## src/pkg/pmlc_pkg.sv

```systemverilog
// pmlc_pkg: constants shared by the power-management / link-control loader.
// assumes one 50 MHz core clock and an APB3 slave port with 12-bit byte addresses.
package pmlc_pkg;

    // ****************************************************************
    // sizes
    // ****************************************************************
    localparam int NUM_PORTS = 4;
    localparam int NUM_SLOTS = 8;
    localparam int SLOT_W    = 3;
    localparam int WORD_W    = 16;
    localparam int ADDR_W    = 12;
    localparam int DATA_W    = 32;
    localparam int PORT_W    = 2;

    // ****************************************************************
    // loader word indices as printed (byte address is four times these)
    // ****************************************************************
    localparam logic [7:0] IDX_PM_P0   = 8'h50;
    localparam logic [7:0] IDX_PM_P1   = 8'h52;
    localparam logic [7:0] IDX_PM_P2   = 8'h54;
    localparam logic [7:0] IDX_PM_P3   = 8'h56;
    localparam logic [7:0] IDX_LINK_P0 = 8'h58;
    localparam logic [7:0] IDX_LINK_P1 = 8'h5A;
    localparam logic [7:0] IDX_LINK_P2 = 8'h5C;
    localparam logic [7:0] IDX_LINK_P3 = 8'h5E;

    // ****************************************************************
    // own control and status registers (byte addresses)
    // ****************************************************************
    localparam logic [ADDR_W-1:0] CTRL_ADDR      = 12'h000;
    localparam logic [ADDR_W-1:0] STAT_ADDR      = 12'h004;
    localparam int                CTRL_START_BIT = 0;
    localparam int                STAT_DONE_BIT  = 0;
    localparam int                STAT_BUSY_BIT  = 1;

    // ****************************************************************
    // slot numbers inside the preset memory
    // ****************************************************************
    localparam logic [SLOT_W-1:0] SLOT_FIRST = 3'h0;
    localparam logic [SLOT_W-1:0] SLOT_LAST  = 3'h7;

    // ****************************************************************
    // fields of the power-management preset word
    // ****************************************************************
    localparam int PM_NOSOFT_BIT = 0;
    localparam int PM_AUX_LO     = 1;
    localparam int PM_AUX_HI     = 3;
    localparam int PM_PME_LO     = 6;
    localparam int PM_PME_HI     = 7;
    localparam int PM_DATA_LO    = 8;
    localparam int PM_DATA_HI    = 15;

    // ****************************************************************
    // configuration space offsets and fields
    // ****************************************************************
    localparam logic [ADDR_W-1:0] CFG_PM_CAP   = 12'h040;
    localparam logic [ADDR_W-1:0] CFG_PM_DATA  = 12'h044;
    localparam logic [ADDR_W-1:0] CFG_LINK     = 12'h340;
    localparam int                CFG_AUX_LO   = 22;
    localparam int                CFG_AUX_HI   = 24;
    localparam int                CFG_D1_BIT   = 25;
    localparam int                CFG_D2_BIT   = 26;
    localparam int                CFG_PME_LO   = 28;
    localparam int                CFG_PME_HI   = 29;
    localparam int                CFG_NOSOFT   = 3;
    localparam int                CFG_DATA_LO  = 24;
    localparam int                CFG_DATA_HI  = 31;
    localparam int                CFG_LINK_HI  = 15;

    // ****************************************************************
    // defaults
    // ****************************************************************
    localparam logic [WORD_W-1:0]           PM_WORD_RST   = 16'h00FF;
    localparam logic [WORD_W-1:0]           LINK_WORD_RST = 16'h0000;
    localparam logic [NUM_SLOTS*WORD_W-1:0] PRESET_INIT   =
        {{NUM_PORTS{LINK_WORD_RST}}, {NUM_PORTS{PM_WORD_RST}}};

endpackage

```

## src/logic/pmlc_top.sv

```systemverilog
// pmlc_top: loads power-management and link-control preset words into
// per-port configuration fields and serves configuration reads afterwards.
// assumes an APB3 master on the core clock and a same-clock config requester.
// the bus waits out a load pass, so the status busy bit reads 0 over apb.
// config reads show the words of the last pass, not the live store.
//
// How it works
// - word bit 0 becomes no-soft-reset bit 3 of offset 44h, ports 2 and 3.
// - word bits 3:1 become auxiliary current bits 24:22 of offset 40h.
// - bit 25 of offset 40h always reads 1, D1 supported.
// - bit 26 of offset 40h always reads 1, D2 supported.
// - word bits 7:6 become PME support bits 29:28 of offset 40h.
// - word bits 15:8 become read-only data byte 31:24 of offset 44h.
// - power words default low byte FFh, data byte 00h.
// - words 50h and 52h map the same way for ports 0 and 1.
module pmlc_top (
    // clock and reset
    input  wire logic                           clk,
    input  wire logic                           rst_n,
    // apb slave
    input  wire logic                           psel,
    input  wire logic                           penable,
    input  wire logic                           pwrite,
    input  wire logic [pmlc_pkg::ADDR_W-1:0]    paddr,
    input  wire logic [pmlc_pkg::DATA_W-1:0]    pwdata,
    output logic      [pmlc_pkg::DATA_W-1:0]    prdata,
    output logic                                pready,
    output logic                                pslverr,
    // configuration read port
    input  wire logic                           cfg_req,
    input  wire logic [pmlc_pkg::PORT_W-1:0]    cfg_port,
    input  wire logic [pmlc_pkg::ADDR_W-1:0]    cfg_offset,
    output logic                                cfg_ack,
    output logic      [pmlc_pkg::DATA_W-1:0]    cfg_rdata,
    // status
    output logic                                loaded
);
    import pmlc_pkg::*;

    // one-hot loader states
    typedef enum logic [2:0] {
        ST_IDLE  = 3'b001,
        ST_ISSUE = 3'b010,
        ST_CAPT  = 3'b100
    } pmlc_state_t;

    // loader state and captured words
    pmlc_state_t                        state;
    pmlc_state_t                        next_state;
    logic [SLOT_W-1:0]                  slot;
    logic [SLOT_W-1:0]                  next_slot;
    logic                               busy_q;
    logic [NUM_PORTS-1:0][WORD_W-1:0]   pm_word;
    logic [NUM_PORTS-1:0][WORD_W-1:0]   link_word;
    logic [WORD_W-1:0]                  mem_rdata;
    logic [DATA_W-1:0]                  cap_word;
    logic [DATA_W-1:0]                  pmd_word;

    // ****************************************************************
    // apb decode
    // ****************************************************************
    // handshake terms
    wire               busy       = (state != ST_IDLE);
    wire               capt       = (state == ST_CAPT);
    wire               apb_access = psel & penable;
    wire               apb_go     = apb_access & ~pready & ~busy & ~busy_q;
    wire               apb_commit = apb_access & pready;

    // address decode
    wire [7:0]         idx        = paddr[9:2];
    wire [7:0]         idx_off    = idx - IDX_PM_P0;
    wire               word_algn  = (paddr[11:10] == 2'h0) && (paddr[1:0] == 2'h0);
    wire               is_preset  = word_algn && (idx >= IDX_PM_P0) && (idx <= IDX_LINK_P3)
                                    && !idx[0];
    wire               is_ctrl    = (paddr == CTRL_ADDR);
    wire               is_stat    = (paddr == STAT_ADDR);
    wire               mapped     = is_preset | is_ctrl | is_stat;

    // store and control strobes
    wire [SLOT_W-1:0]  apb_slot   = idx_off[SLOT_W:1];
    wire [SLOT_W-1:0]  mem_raddr  = busy ? slot : apb_slot;
    wire               mem_we     = apb_commit & pwrite & is_preset;
    wire               start      = apb_commit & pwrite & is_ctrl & pwdata[CTRL_START_BIT];

    // read data selection
    wire [DATA_W-1:0]  stat_word  = DATA_W'({busy, loaded});
    wire [DATA_W-1:0]  apb_rmux   = is_preset ? DATA_W'(mem_rdata) :
                                    is_stat   ? stat_word : '0;

    // apb answer: one wait cycle, then pready for a single cycle
    always_ff @(posedge clk or negedge rst_n) begin
        if (!rst_n) begin
            pready  <= 1'b0;
            pslverr <= 1'b0;
            prdata  <= '0;
        end else begin
            pready  <= apb_go;
            pslverr <= apb_go & ~mapped;
            if (apb_go) begin
                prdata <= apb_rmux;
            end
        end
    end

    // ****************************************************************
    // preset word store
    // ****************************************************************
    pmlc_mem #(
        .W       (WORD_W),
        .DEPTH   (NUM_SLOTS),
        .AW      (SLOT_W),
        .INIT    (PRESET_INIT)
    ) u_mem (
        .clk     (clk),
        .rst_n   (rst_n),
        .we      (mem_we),
        .wr_addr (apb_slot),
        .wr_data (pwdata[WORD_W-1:0]),
        .rd_addr (mem_raddr),
        .rd_data (mem_rdata)
    );

    // ****************************************************************
    // loader sequence: reset starts a full pass, start bit repeats it
    // ****************************************************************
    always_comb begin
        next_state = state;
        next_slot  = slot;
        unique case (state)
            ST_IDLE: begin
                if (start) begin
                    next_state = ST_ISSUE;
                    next_slot  = SLOT_FIRST;
                end
            end
            ST_ISSUE: begin
                next_state = ST_CAPT;
            end
            ST_CAPT: begin
                if (slot == SLOT_LAST) begin
                    next_state = ST_IDLE;
                end else begin
                    next_state = ST_ISSUE;
                    next_slot  = SLOT_W'(slot + 3'h1);
                end
            end
            default: begin
                next_state = ST_IDLE;
            end
        endcase
    end

    // state, slot and done flag
    always_ff @(posedge clk or negedge rst_n) begin
        if (!rst_n) begin
            state  <= ST_ISSUE;
            slot   <= SLOT_FIRST;
            busy_q <= 1'b1;
            loaded <= 1'b0;
        end else begin
            state  <= next_state;
            slot   <= next_slot;
            busy_q <= busy;
            if (capt && slot == SLOT_LAST) begin
                loaded <= 1'b1;
            end else if (start) begin                // set wins a tie
                loaded <= 1'b0;
            end
        end
    end

    // ****************************************************************
    // per-port loaded words: slots 0..3 power, 4..7 link control
    // ****************************************************************
    for (genvar p = 0; p < NUM_PORTS; p++) begin : g_port
        // capture the word read for this port's slot
        always_ff @(posedge clk or negedge rst_n) begin
            if (!rst_n) begin
                pm_word[p]   <= PM_WORD_RST;
                link_word[p] <= LINK_WORD_RST;
            end else begin
                if (capt && slot == SLOT_W'(p)) begin
                    pm_word[p] <= mem_rdata;
                end
                if (capt && slot == SLOT_W'(p + NUM_PORTS)) begin
                    link_word[p] <= mem_rdata;
                end
            end
        end
    end

    // ****************************************************************
    // configuration space view
    // ****************************************************************
    wire [WORD_W-1:0] sel_pm   = pm_word[cfg_port];
    wire [WORD_W-1:0] sel_link = link_word[cfg_port];

    // assemble offsets 40h and 44h from the power word
    always_comb begin
        cap_word                        = '0;
        cap_word[CFG_AUX_HI:CFG_AUX_LO] = sel_pm[PM_AUX_HI:PM_AUX_LO];
        cap_word[CFG_D1_BIT]            = 1'b1;
        cap_word[CFG_D2_BIT]            = 1'b1;
        cap_word[CFG_PME_HI:CFG_PME_LO] = sel_pm[PM_PME_HI:PM_PME_LO];
        pmd_word                        = '0;
        pmd_word[CFG_NOSOFT]            = sel_pm[PM_NOSOFT_BIT];
        pmd_word[CFG_DATA_HI:CFG_DATA_LO] = sel_pm[PM_DATA_HI:PM_DATA_LO];
    end

    // config read data select
    wire [DATA_W-1:0] cfg_mux = (cfg_offset == CFG_PM_CAP)  ? cap_word :
                                (cfg_offset == CFG_PM_DATA) ? pmd_word :
                                (cfg_offset == CFG_LINK)    ? DATA_W'(sel_link) : '0;

    // take a request only once loaded
    wire              cfg_go  = cfg_req & loaded & ~cfg_ack;

    // answer config reads only once loading is complete
    always_ff @(posedge clk or negedge rst_n) begin
        if (!rst_n) begin
            cfg_ack   <= 1'b0;
            cfg_rdata <= '0;
        end else begin
            cfg_ack <= cfg_go;
            if (cfg_go) begin
                cfg_rdata <= cfg_mux;
            end
        end
    end

    // ****************************************************************
    // assertions
    // ****************************************************************
    // helper for the default check
    logic wrote_any;

    // remembers any software write to the preset store
    always_ff @(posedge clk or negedge rst_n) begin
        if (!rst_n) begin
            wrote_any <= 1'b0;
        end else if (mem_we) begin
            wrote_any <= 1'b1;
        end
    end
endmodule // pmlc_top

```

## src/logic/pmlc_mem.sv

```systemverilog
// pmlc_mem: small preset word store, one write port, one registered read port.
// assumes a single clock; contents return to INIT on reset.
module pmlc_mem #(
    parameter int                     W     = 16,
    parameter int                     DEPTH = 8,
    parameter int                     AW    = 3,
    parameter logic [DEPTH*W-1:0]     INIT  = '0
) (
    // clock and reset
    input  wire logic          clk,
    input  wire logic          rst_n,
    // write port
    input  wire logic          we,
    input  wire logic [AW-1:0] wr_addr,
    input  wire logic [W-1:0]  wr_data,
    // read port
    input  wire logic [AW-1:0] rd_addr,
    output logic      [W-1:0]  rd_data
);

    logic [DEPTH-1:0][W-1:0] mem;

    // ****************************************************************
    // storage, one word per entry
    // ****************************************************************
    for (genvar i = 0; i < DEPTH; i++) begin : g_word
        // each entry resets to its own default
        always_ff @(posedge clk or negedge rst_n) begin
            if (!rst_n) begin
                mem[i] <= INIT[i*W +: W];
            end else if (we && wr_addr == AW'(i)) begin
                mem[i] <= wr_data;
            end
        end
    end

    // registered read, one cycle after the address
    always_ff @(posedge clk or negedge rst_n) begin
        if (!rst_n) begin
            rd_data <= '0;
        end else begin
            rd_data <= mem[rd_addr];
        end
    end

endmodule // pmlc_mem

```

## config.mk

```make
export PLATFORM = sky130hd
export DESIGN_NAME = pmlc_top
export DESIGN_NICKNAME = d
export VERILOG_FILES = /design/src/pkg/pmlc_pkg.sv /design/src/logic/pmlc_top.sv /design/src/logic/pmlc_mem.sv
export SDC_FILE = /design/constraint.sdc
export NUM_CORES = 1
export LEC_CHECK = 0
export BUFFER_PORTS_ARGS = -buffer_cell sky130_fd_sc_hd__buf_2
export CORE_MARGIN = 3
export CORE_UTILIZATION = 45
export DETAILED_ROUTE_END_ITERATION = 12
export PLACE_DENSITY = 0.6
export RECOVER_POWER = 50
export SLEW_MARGIN = 30
export SYNTH_ARGS = -nofsm -noshare
export SYNTH_HDL_FRONTEND = slang
export SYNTH_SLANG_ARGS = --single-unit
export TNS_END_PERCENT = 10
```

## constraint.sdc

```tcl
create_clock -name clk -period 2.9 [get_ports clk]
set_input_delay 0.29 -clock clk [delete_from_list [all_inputs] [get_ports clk]]
set_output_delay 0.29 -clock clk [all_outputs]
set_load 0.02 [all_outputs]
```

* Yosys cells after proc, flatten, opt, wreduce, memory -nomap -nowiden *
Index checks and enable logic that the tools add are counted.

storage, ports and cells
  memories = 0
  RAM bits = 0
  latch bits = 0
  bits in read-only memories = 0
  register bits after elaboration = 347
  word-level logic and storage cells = 124

operators by class
  magnitude comparators = 4
  bitwise logic cells = 19
  reductions and logical operators = 29
  add/sub/neg operators = 2
  shifts and indexed selects = 0
  equal/unequal tests = 24
  div/mod/pow operators = 0
  muxes and demuxes = 20
  multipliers = 0

operators by type and width
  operator                                                                              count
  16-bit 2-to-1 mux                                                                     5
  16-bit binary-select mux with 2-bit select                                            2
  32-bit 2-to-1 mux                                                                     2
  16-bit binary-select mux with 3-bit select                                            1
  3-bit == test (second input constant)                                                 9
  12-bit by 7-bit == test with 1-bit output (second input constant)                     2
  1-bit logical AND                                                                     20
  3-bit by 2-bit == test with 1-bit output (second input constant)                      5
  1-bit bitwise AND                                                                     12
  12-bit by 10-bit == test with 1-bit output (second input constant)                    1
  12-bit by 3-bit == test with 1-bit output (second input constant)                     1
  12-bit zero test                                                                      1
  3-bit 2-to-1 mux                                                                      4
  3-bit by 1-bit == test with 1-bit output (second input constant)                      3
  3-bit one-hot mux with 3 select lines                                                 1
  8-bit by 7-bit greater-or-equal comparator with 1-bit output (second input constant)  1
  8-bit by 7-bit <= comparator with 1-bit output (second input constant)                1
  3-bit zero test                                                                       2
  3-bit one-hot mux with 2 select lines                                                 1
  1-bit NOT                                                                             5
  2-bit zero test                                                                       2
  3-bit by 4-bit < comparator with 1-bit output (second input constant)                 1
  2-bit 2-to-1 mux                                                                      2
  2-bit inequality test (second input constant)                                         2
  other kinds (9)                                                                       12

* Depth between registers and ports, before layout *
  depth in word-level cells = 9
  depth in mapped cells = 7
  gate-level depth less buffers = 6

* Modules after synthesis *
Synthesis repeated with hierarchy kept, for this count alone.

unflattened totals
  cell total of the unflattened synthesis = 888
  area, all modules = 14,277.4 um2

modules (own cells, without submodules)
  module    instances  cells each  area each (um2)
  pmlc_top  1          536         7,907.6
  pmlc_mem  1          352         6,369.9

* Worst setup path before layout *
OpenSTA, ideal clock, no wires.

  kind = flip-flop to flip-flop
  start = reg pready
  end = reg u_mem.mem[24] in the netlist's numbering
  period minus slack after synthesis = 2.125 ns
  setup time = 0.125 ns
  arrival = 2.000 ns
  buffers on the path = 2
  setup slack = 0.775 ns
  stages on the path, launching flop included = 8
  path through = dfrtp_1 > and4_1 > nand4_1 > nor2_1 > nor4bb_1 > buf_2 > buf_4 > mux2_2

on the way
  longest elaborated chain between the ends = 4

RTL lines
  what                             line            RTL
  start, declared                  pmlc_top.sv:27  output logic pready,
  start signal, assigned           pmlc_top.sv:97  pready <= apb_go;
  1-bit bitwise AND                pmlc_top.sv:67  wire apb_commit = apb_access & pready;
  1-bit bitwise AND (2 in series)  pmlc_top.sv:82  wire mem_we = apb_commit & pwrite & is_preset;
  1-bit logical AND                pmlc_mem.sv:31  end else if (we && wr_addr == AW'(i)) begin
  end signal, assigned by index    pmlc_mem.sv:30  mem[i] <= INIT[i*W +: W];
  end signal, assigned by index    pmlc_mem.sv:32  mem[i] <= wr_data;
  end, declared                    pmlc_mem.sv:21  logic [DEPTH-1:0][W-1:0] mem;

No other way between the ends.
A chain may end at the register's enable or synchronous reset.

* Worst setup path after layout *
  start = reg state[2]
  end = reg u_mem.rd_data[13]

on the way
  longest elaborated chain between the ends = 4

RTL lines
  what                                              line             RTL
  start, declared                                   pmlc_top.sv:48   pmlc_state_t state;
  start signal, assigned                            pmlc_top.sv:161  state <= next_state;
  3-bit by 1-bit inequality test with 1-bit output  pmlc_top.sv:63   wire busy = (state != ST_IDLE);
  3-bit 2-to-1 mux                                  pmlc_top.sv:81   wire [SLOT_W-1:0] mem_raddr = busy ? slot : apb_slot;
  16-bit binary-select mux with 3-bit select        pmlc_mem.sv:42   rd_data <= mem[rd_addr];
  16-bit 2-to-1 mux (implied by the code)           pmlc_mem.sv:42
  end signal, assigned                              pmlc_mem.sv:42
  end, declared                                     pmlc_mem.sv:18   output logic [W-1:0] rd_data

No other way between the ends. The select of a mux whose other input is x is not followed.

==> impl_results.md <==
- Kind of end point of the critical path: flip-flop
- Detailed Place HPWL: 18900 microns
- Startpoint types: flip-flop
- Synth cell types: 49
- Commonest cells after routing, fill and taps aside: mux2_2, dfrtp_1, buf_2
- Die Y-Extent: 181 microns
- Sequential Power Share: 48.9%
- GR Util All Layers: 18.3%
- Most Crowded Layer GR: met2
- Antenna fix cells: 0
- Highest ir drop seen on vdd: 442 uV
- Fmax: 413 MHz
- Final hold viol count: 0
- Max-cap violation count: 1
- Async SR Flop Fraction: 100%
- CTS tree: built
- Met2 Use GR: 30.8%
- Ys flop type: dfrtp_1
- Core area: 29900 sq um
- Die Span X: 181 microns
- Routability cong.: 0.732
- Unrepaired setup endpoints after global routing: no
- Skew-Pair Late Insertion Delay: 0.51 ns
- Initial antenna violation count: 5
- Hold EP: cfg_ack$_DFF_PN0_
- Netlist Area Pre-Place: 13800 sq um
- # DRC: 0
- Net Sw Frac: 22.1%
- Synth Register Bits: 317
- Leak: 7.81 nW
- H-tree levels: 2
- Clock skew: 0.0212 ns
- Hold Startpoint: cfg_req
- Req. time, crit path: 3.26 ns
- Fin Setup TNS: 0 ns
- Cells on worst reg2reg path: 5
- Worst path arrival time: 2.79 ns
- Initial Utilization: 46.1%
- Synth Warn #: 0
- Slowest stage delay, CP: 0.62 ns
- First-pass iteration count of the detailed router: 5
- Leading cell type in the layout, fill and taps excluded: mux2_2
- Total CTS buffers: 36
- Slew Limit Fails: 80
- Failing checks: capacitance limit, slew limit
- R2R setup slack: 0.48 ns
- Grt met3 use: 3.22%
- Internal: 7.18 mW
- Nets: 1095
- Critical-path cell with the highest stage delay: nor2_1
- # Post-CTS Setup Buffers: 0
- Largest net degree at the start of global routing: 83
- Top delay family on crit path: simple AND/OR/NAND/NOR gates
- R2R Path Start: state[2]$_DFFE_PN0P_
- Final Critical Period: 2.42 ns
- Share of layout cells above drive strength 1: 50.5%
- Number of antenna-violating nets in the routed design: 0
- Combinational share of power: 4.0%
- Worst Hold Class: primary input to flip-flop
- Leading area contributor after synthesis: dfrtp_1
- Top-Level Pins: 132
- Vias: 7826
- Synth top area cells: dfrtp_1, mux2_2, dfstp_2
- Clock input transition at the sequential cells of the worst setup and hold paths: 0.06 ns
- First-pass GRT wire length: 47700 microns
- Met1 usage: 24.9%
- Root Driver: clkbuf_16
- DP Area: 14800 sq um
- Critical path type: flip-flop to flip-flop
- Least-Margin Pin Slew: 2.12 ns
- Total gr overflow: 0
- Status: finished with violations
- DRT Wirelength: 29500 microns
- Post-route cell area: 15900 sq um
- Worst r2r dst: u_mem.rd_data[13]$_DFF_PN0_
- Final worst path period share: 83.6%
- Placed Cells: 1376
- Clock Power Share: 47.1%
- Layout area overhead: 15.8%
- Depth of the worst hold-timing path: 3
- Clock Sinks: 317
- Row cnt: 63
- Vias in the first global route: 8430
- Routed WL per cell: 20.4 microns
- DRT iter0 DRCs: 278
- Power density over cell area: 578 nW/um^2
- Worst-path cell chain: nor3b_4 > mux2_2 > nor2_1 > buf_4 > a221oi_1
- Sequential-to-total area share from yosys stat: 58.2%
- Drt via density: 5.42
- Synth top area share: 47.1%
- Port Buffers: 93
- Die footprint: 32700 sq um
- Mapped Cells: 904
- Number of synthesized flops with an enable pin: 0
- Final Setup Violations: 0
- Finished Layout Cells: 1443
- Max FO, Critical Path: 9
- Buffers and inverters on the worst path: 1
- CTS max path bufs: 3
- Slew headroom: -41.3%
- Synthesized area per cell: 15.2 sq um
- Psw: 2.04 mW
through the flow:
step / setup slack [ns] / power (mW) / hold slack (ns) / utilization, %
2_1_floorplan: 0.775 / 4.74 / -0.00559 / -
3_3_place_gp: 0.479 / 4.97 / 0.340 / 49.6
3_5_place_dp: 0.387 / 4.97 / 0.335 / 49.6
4_1_cts: 0.354 / 9.37 / 0.0534 / 53.5
5_1_grt: 0.242 / 9.61 / 0.0917 / 53.3
6_report: 0.477 / 9.22 / 0.0742 / 53.3
how the worst max path moves through the flow:
stage	from	end	slack, ns	cells after the start
floorplan	pready$_DFF_PN0_	u_mem.mem[24]$_DFFE_PN0P_	0.77	7
global placement	state[2]$_DFFE_PN0P_	u_mem.rd_data[13]$_DFF_PN0_	0.48	5
detailed placement	state[2]$_DFFE_PN0P_	u_mem.rd_data[13]$_DFF_PN0_	0.39	5
CTS	state[2]$_DFFE_PN0P_	u_mem.rd_data[13]$_DFF_PN0_	0.35	5
global route	rst_n	u_mem.mem[55]$_DFFE_PN1P_	0.24	3
finish	state[2]$_DFFE_PN0P_	u_mem.rd_data[13]$_DFF_PN0_	0.48	5
sequential cells by signal, indices dropped and copies added, names as in the netlist, 3 cells and up:
name and cells:
state 3, u_mem.rd_data 16, slot 3, u_mem.mem 128, cfg_rdata 26, link_word 64
pm_word 56, prdata 16
synthesized netlist by cell type (3+ instances only):
master,n
a22o_1,35
dfrtp_1,259
o22ai_1,18
mux2_2,267
nand2_1,26
buf_4,26
mux2i_1,35
ha_1,6
nand4_1,3
dfstp_2,58
inv_1,8
mux2_1,10
nand3_1,5
buf_1,7
nor2_1,13
a21oi_1,3
a221oi_1,16
a22oi_1,4
mux4_2,30
clkbuf_1,22
o21ai_0,4
nor3_1,3
buf_2,15
power groups by stage:
stage / Clock [mW] / Sequential (mW) / Combinational [mW]
3_3_place_gp: 0 / 4.59 / 0.380
2_1_floorplan: 0 / 4.56 / 0.182
6_report: 4.34 / 4.51 / 0.370
5_1_grt: 4.68 / 4.51 / 0.415
3_5_place_dp: 0 / 4.59 / 0.382
4_1_cts: 4.48 / 4.51 / 0.384
timing repair:
item / in CTS / in global routing
hold endpoints to repair: 55 / 0
gates resized for setup: 0 / 0
hold buffers: 1 / 0
logic make-up (layout without fill, tap and decap cells):
family	after synthesis	in the layout	synth area share [%]
flops	317	317	58.2
buf+inv	81	209	3.16
mux	343	343	30.3
simple gates	72	72	3.00
fa+ha+maj	6	6	0.545
compound gates	84	84	4.83
other cells	1	22	0.0272
layer usage:
layer	vias up	part of all wire, %
met4	10	1.4
met5	-	0.19
met1	4102	45
met3	45	3.8
li1	3561	-
met2	108	49
final cells by class:
cell class,count,area (sq um)
fillers,2523,13900
flip-flops and latches,317,8010
multi-input cells,527,5440
clock buffers,61,1120
repair buffers,134,826
well taps,390,488
inverters,9,33.8
clock inverters,5,32.5
worst reg2reg max path: cells and delay by family (launching register included):
kind / cells / cell delay (ns)
AND/OR/NAND/NOR: 2 / 1.03
flip-flops: 1 / 0.45
multiplexers: 1 / 0.40
buffers and inverters: 1 / 0.30
AO/OA/AOI/OAI: 1 / 0.10
(Power assumes the default switching activity.)
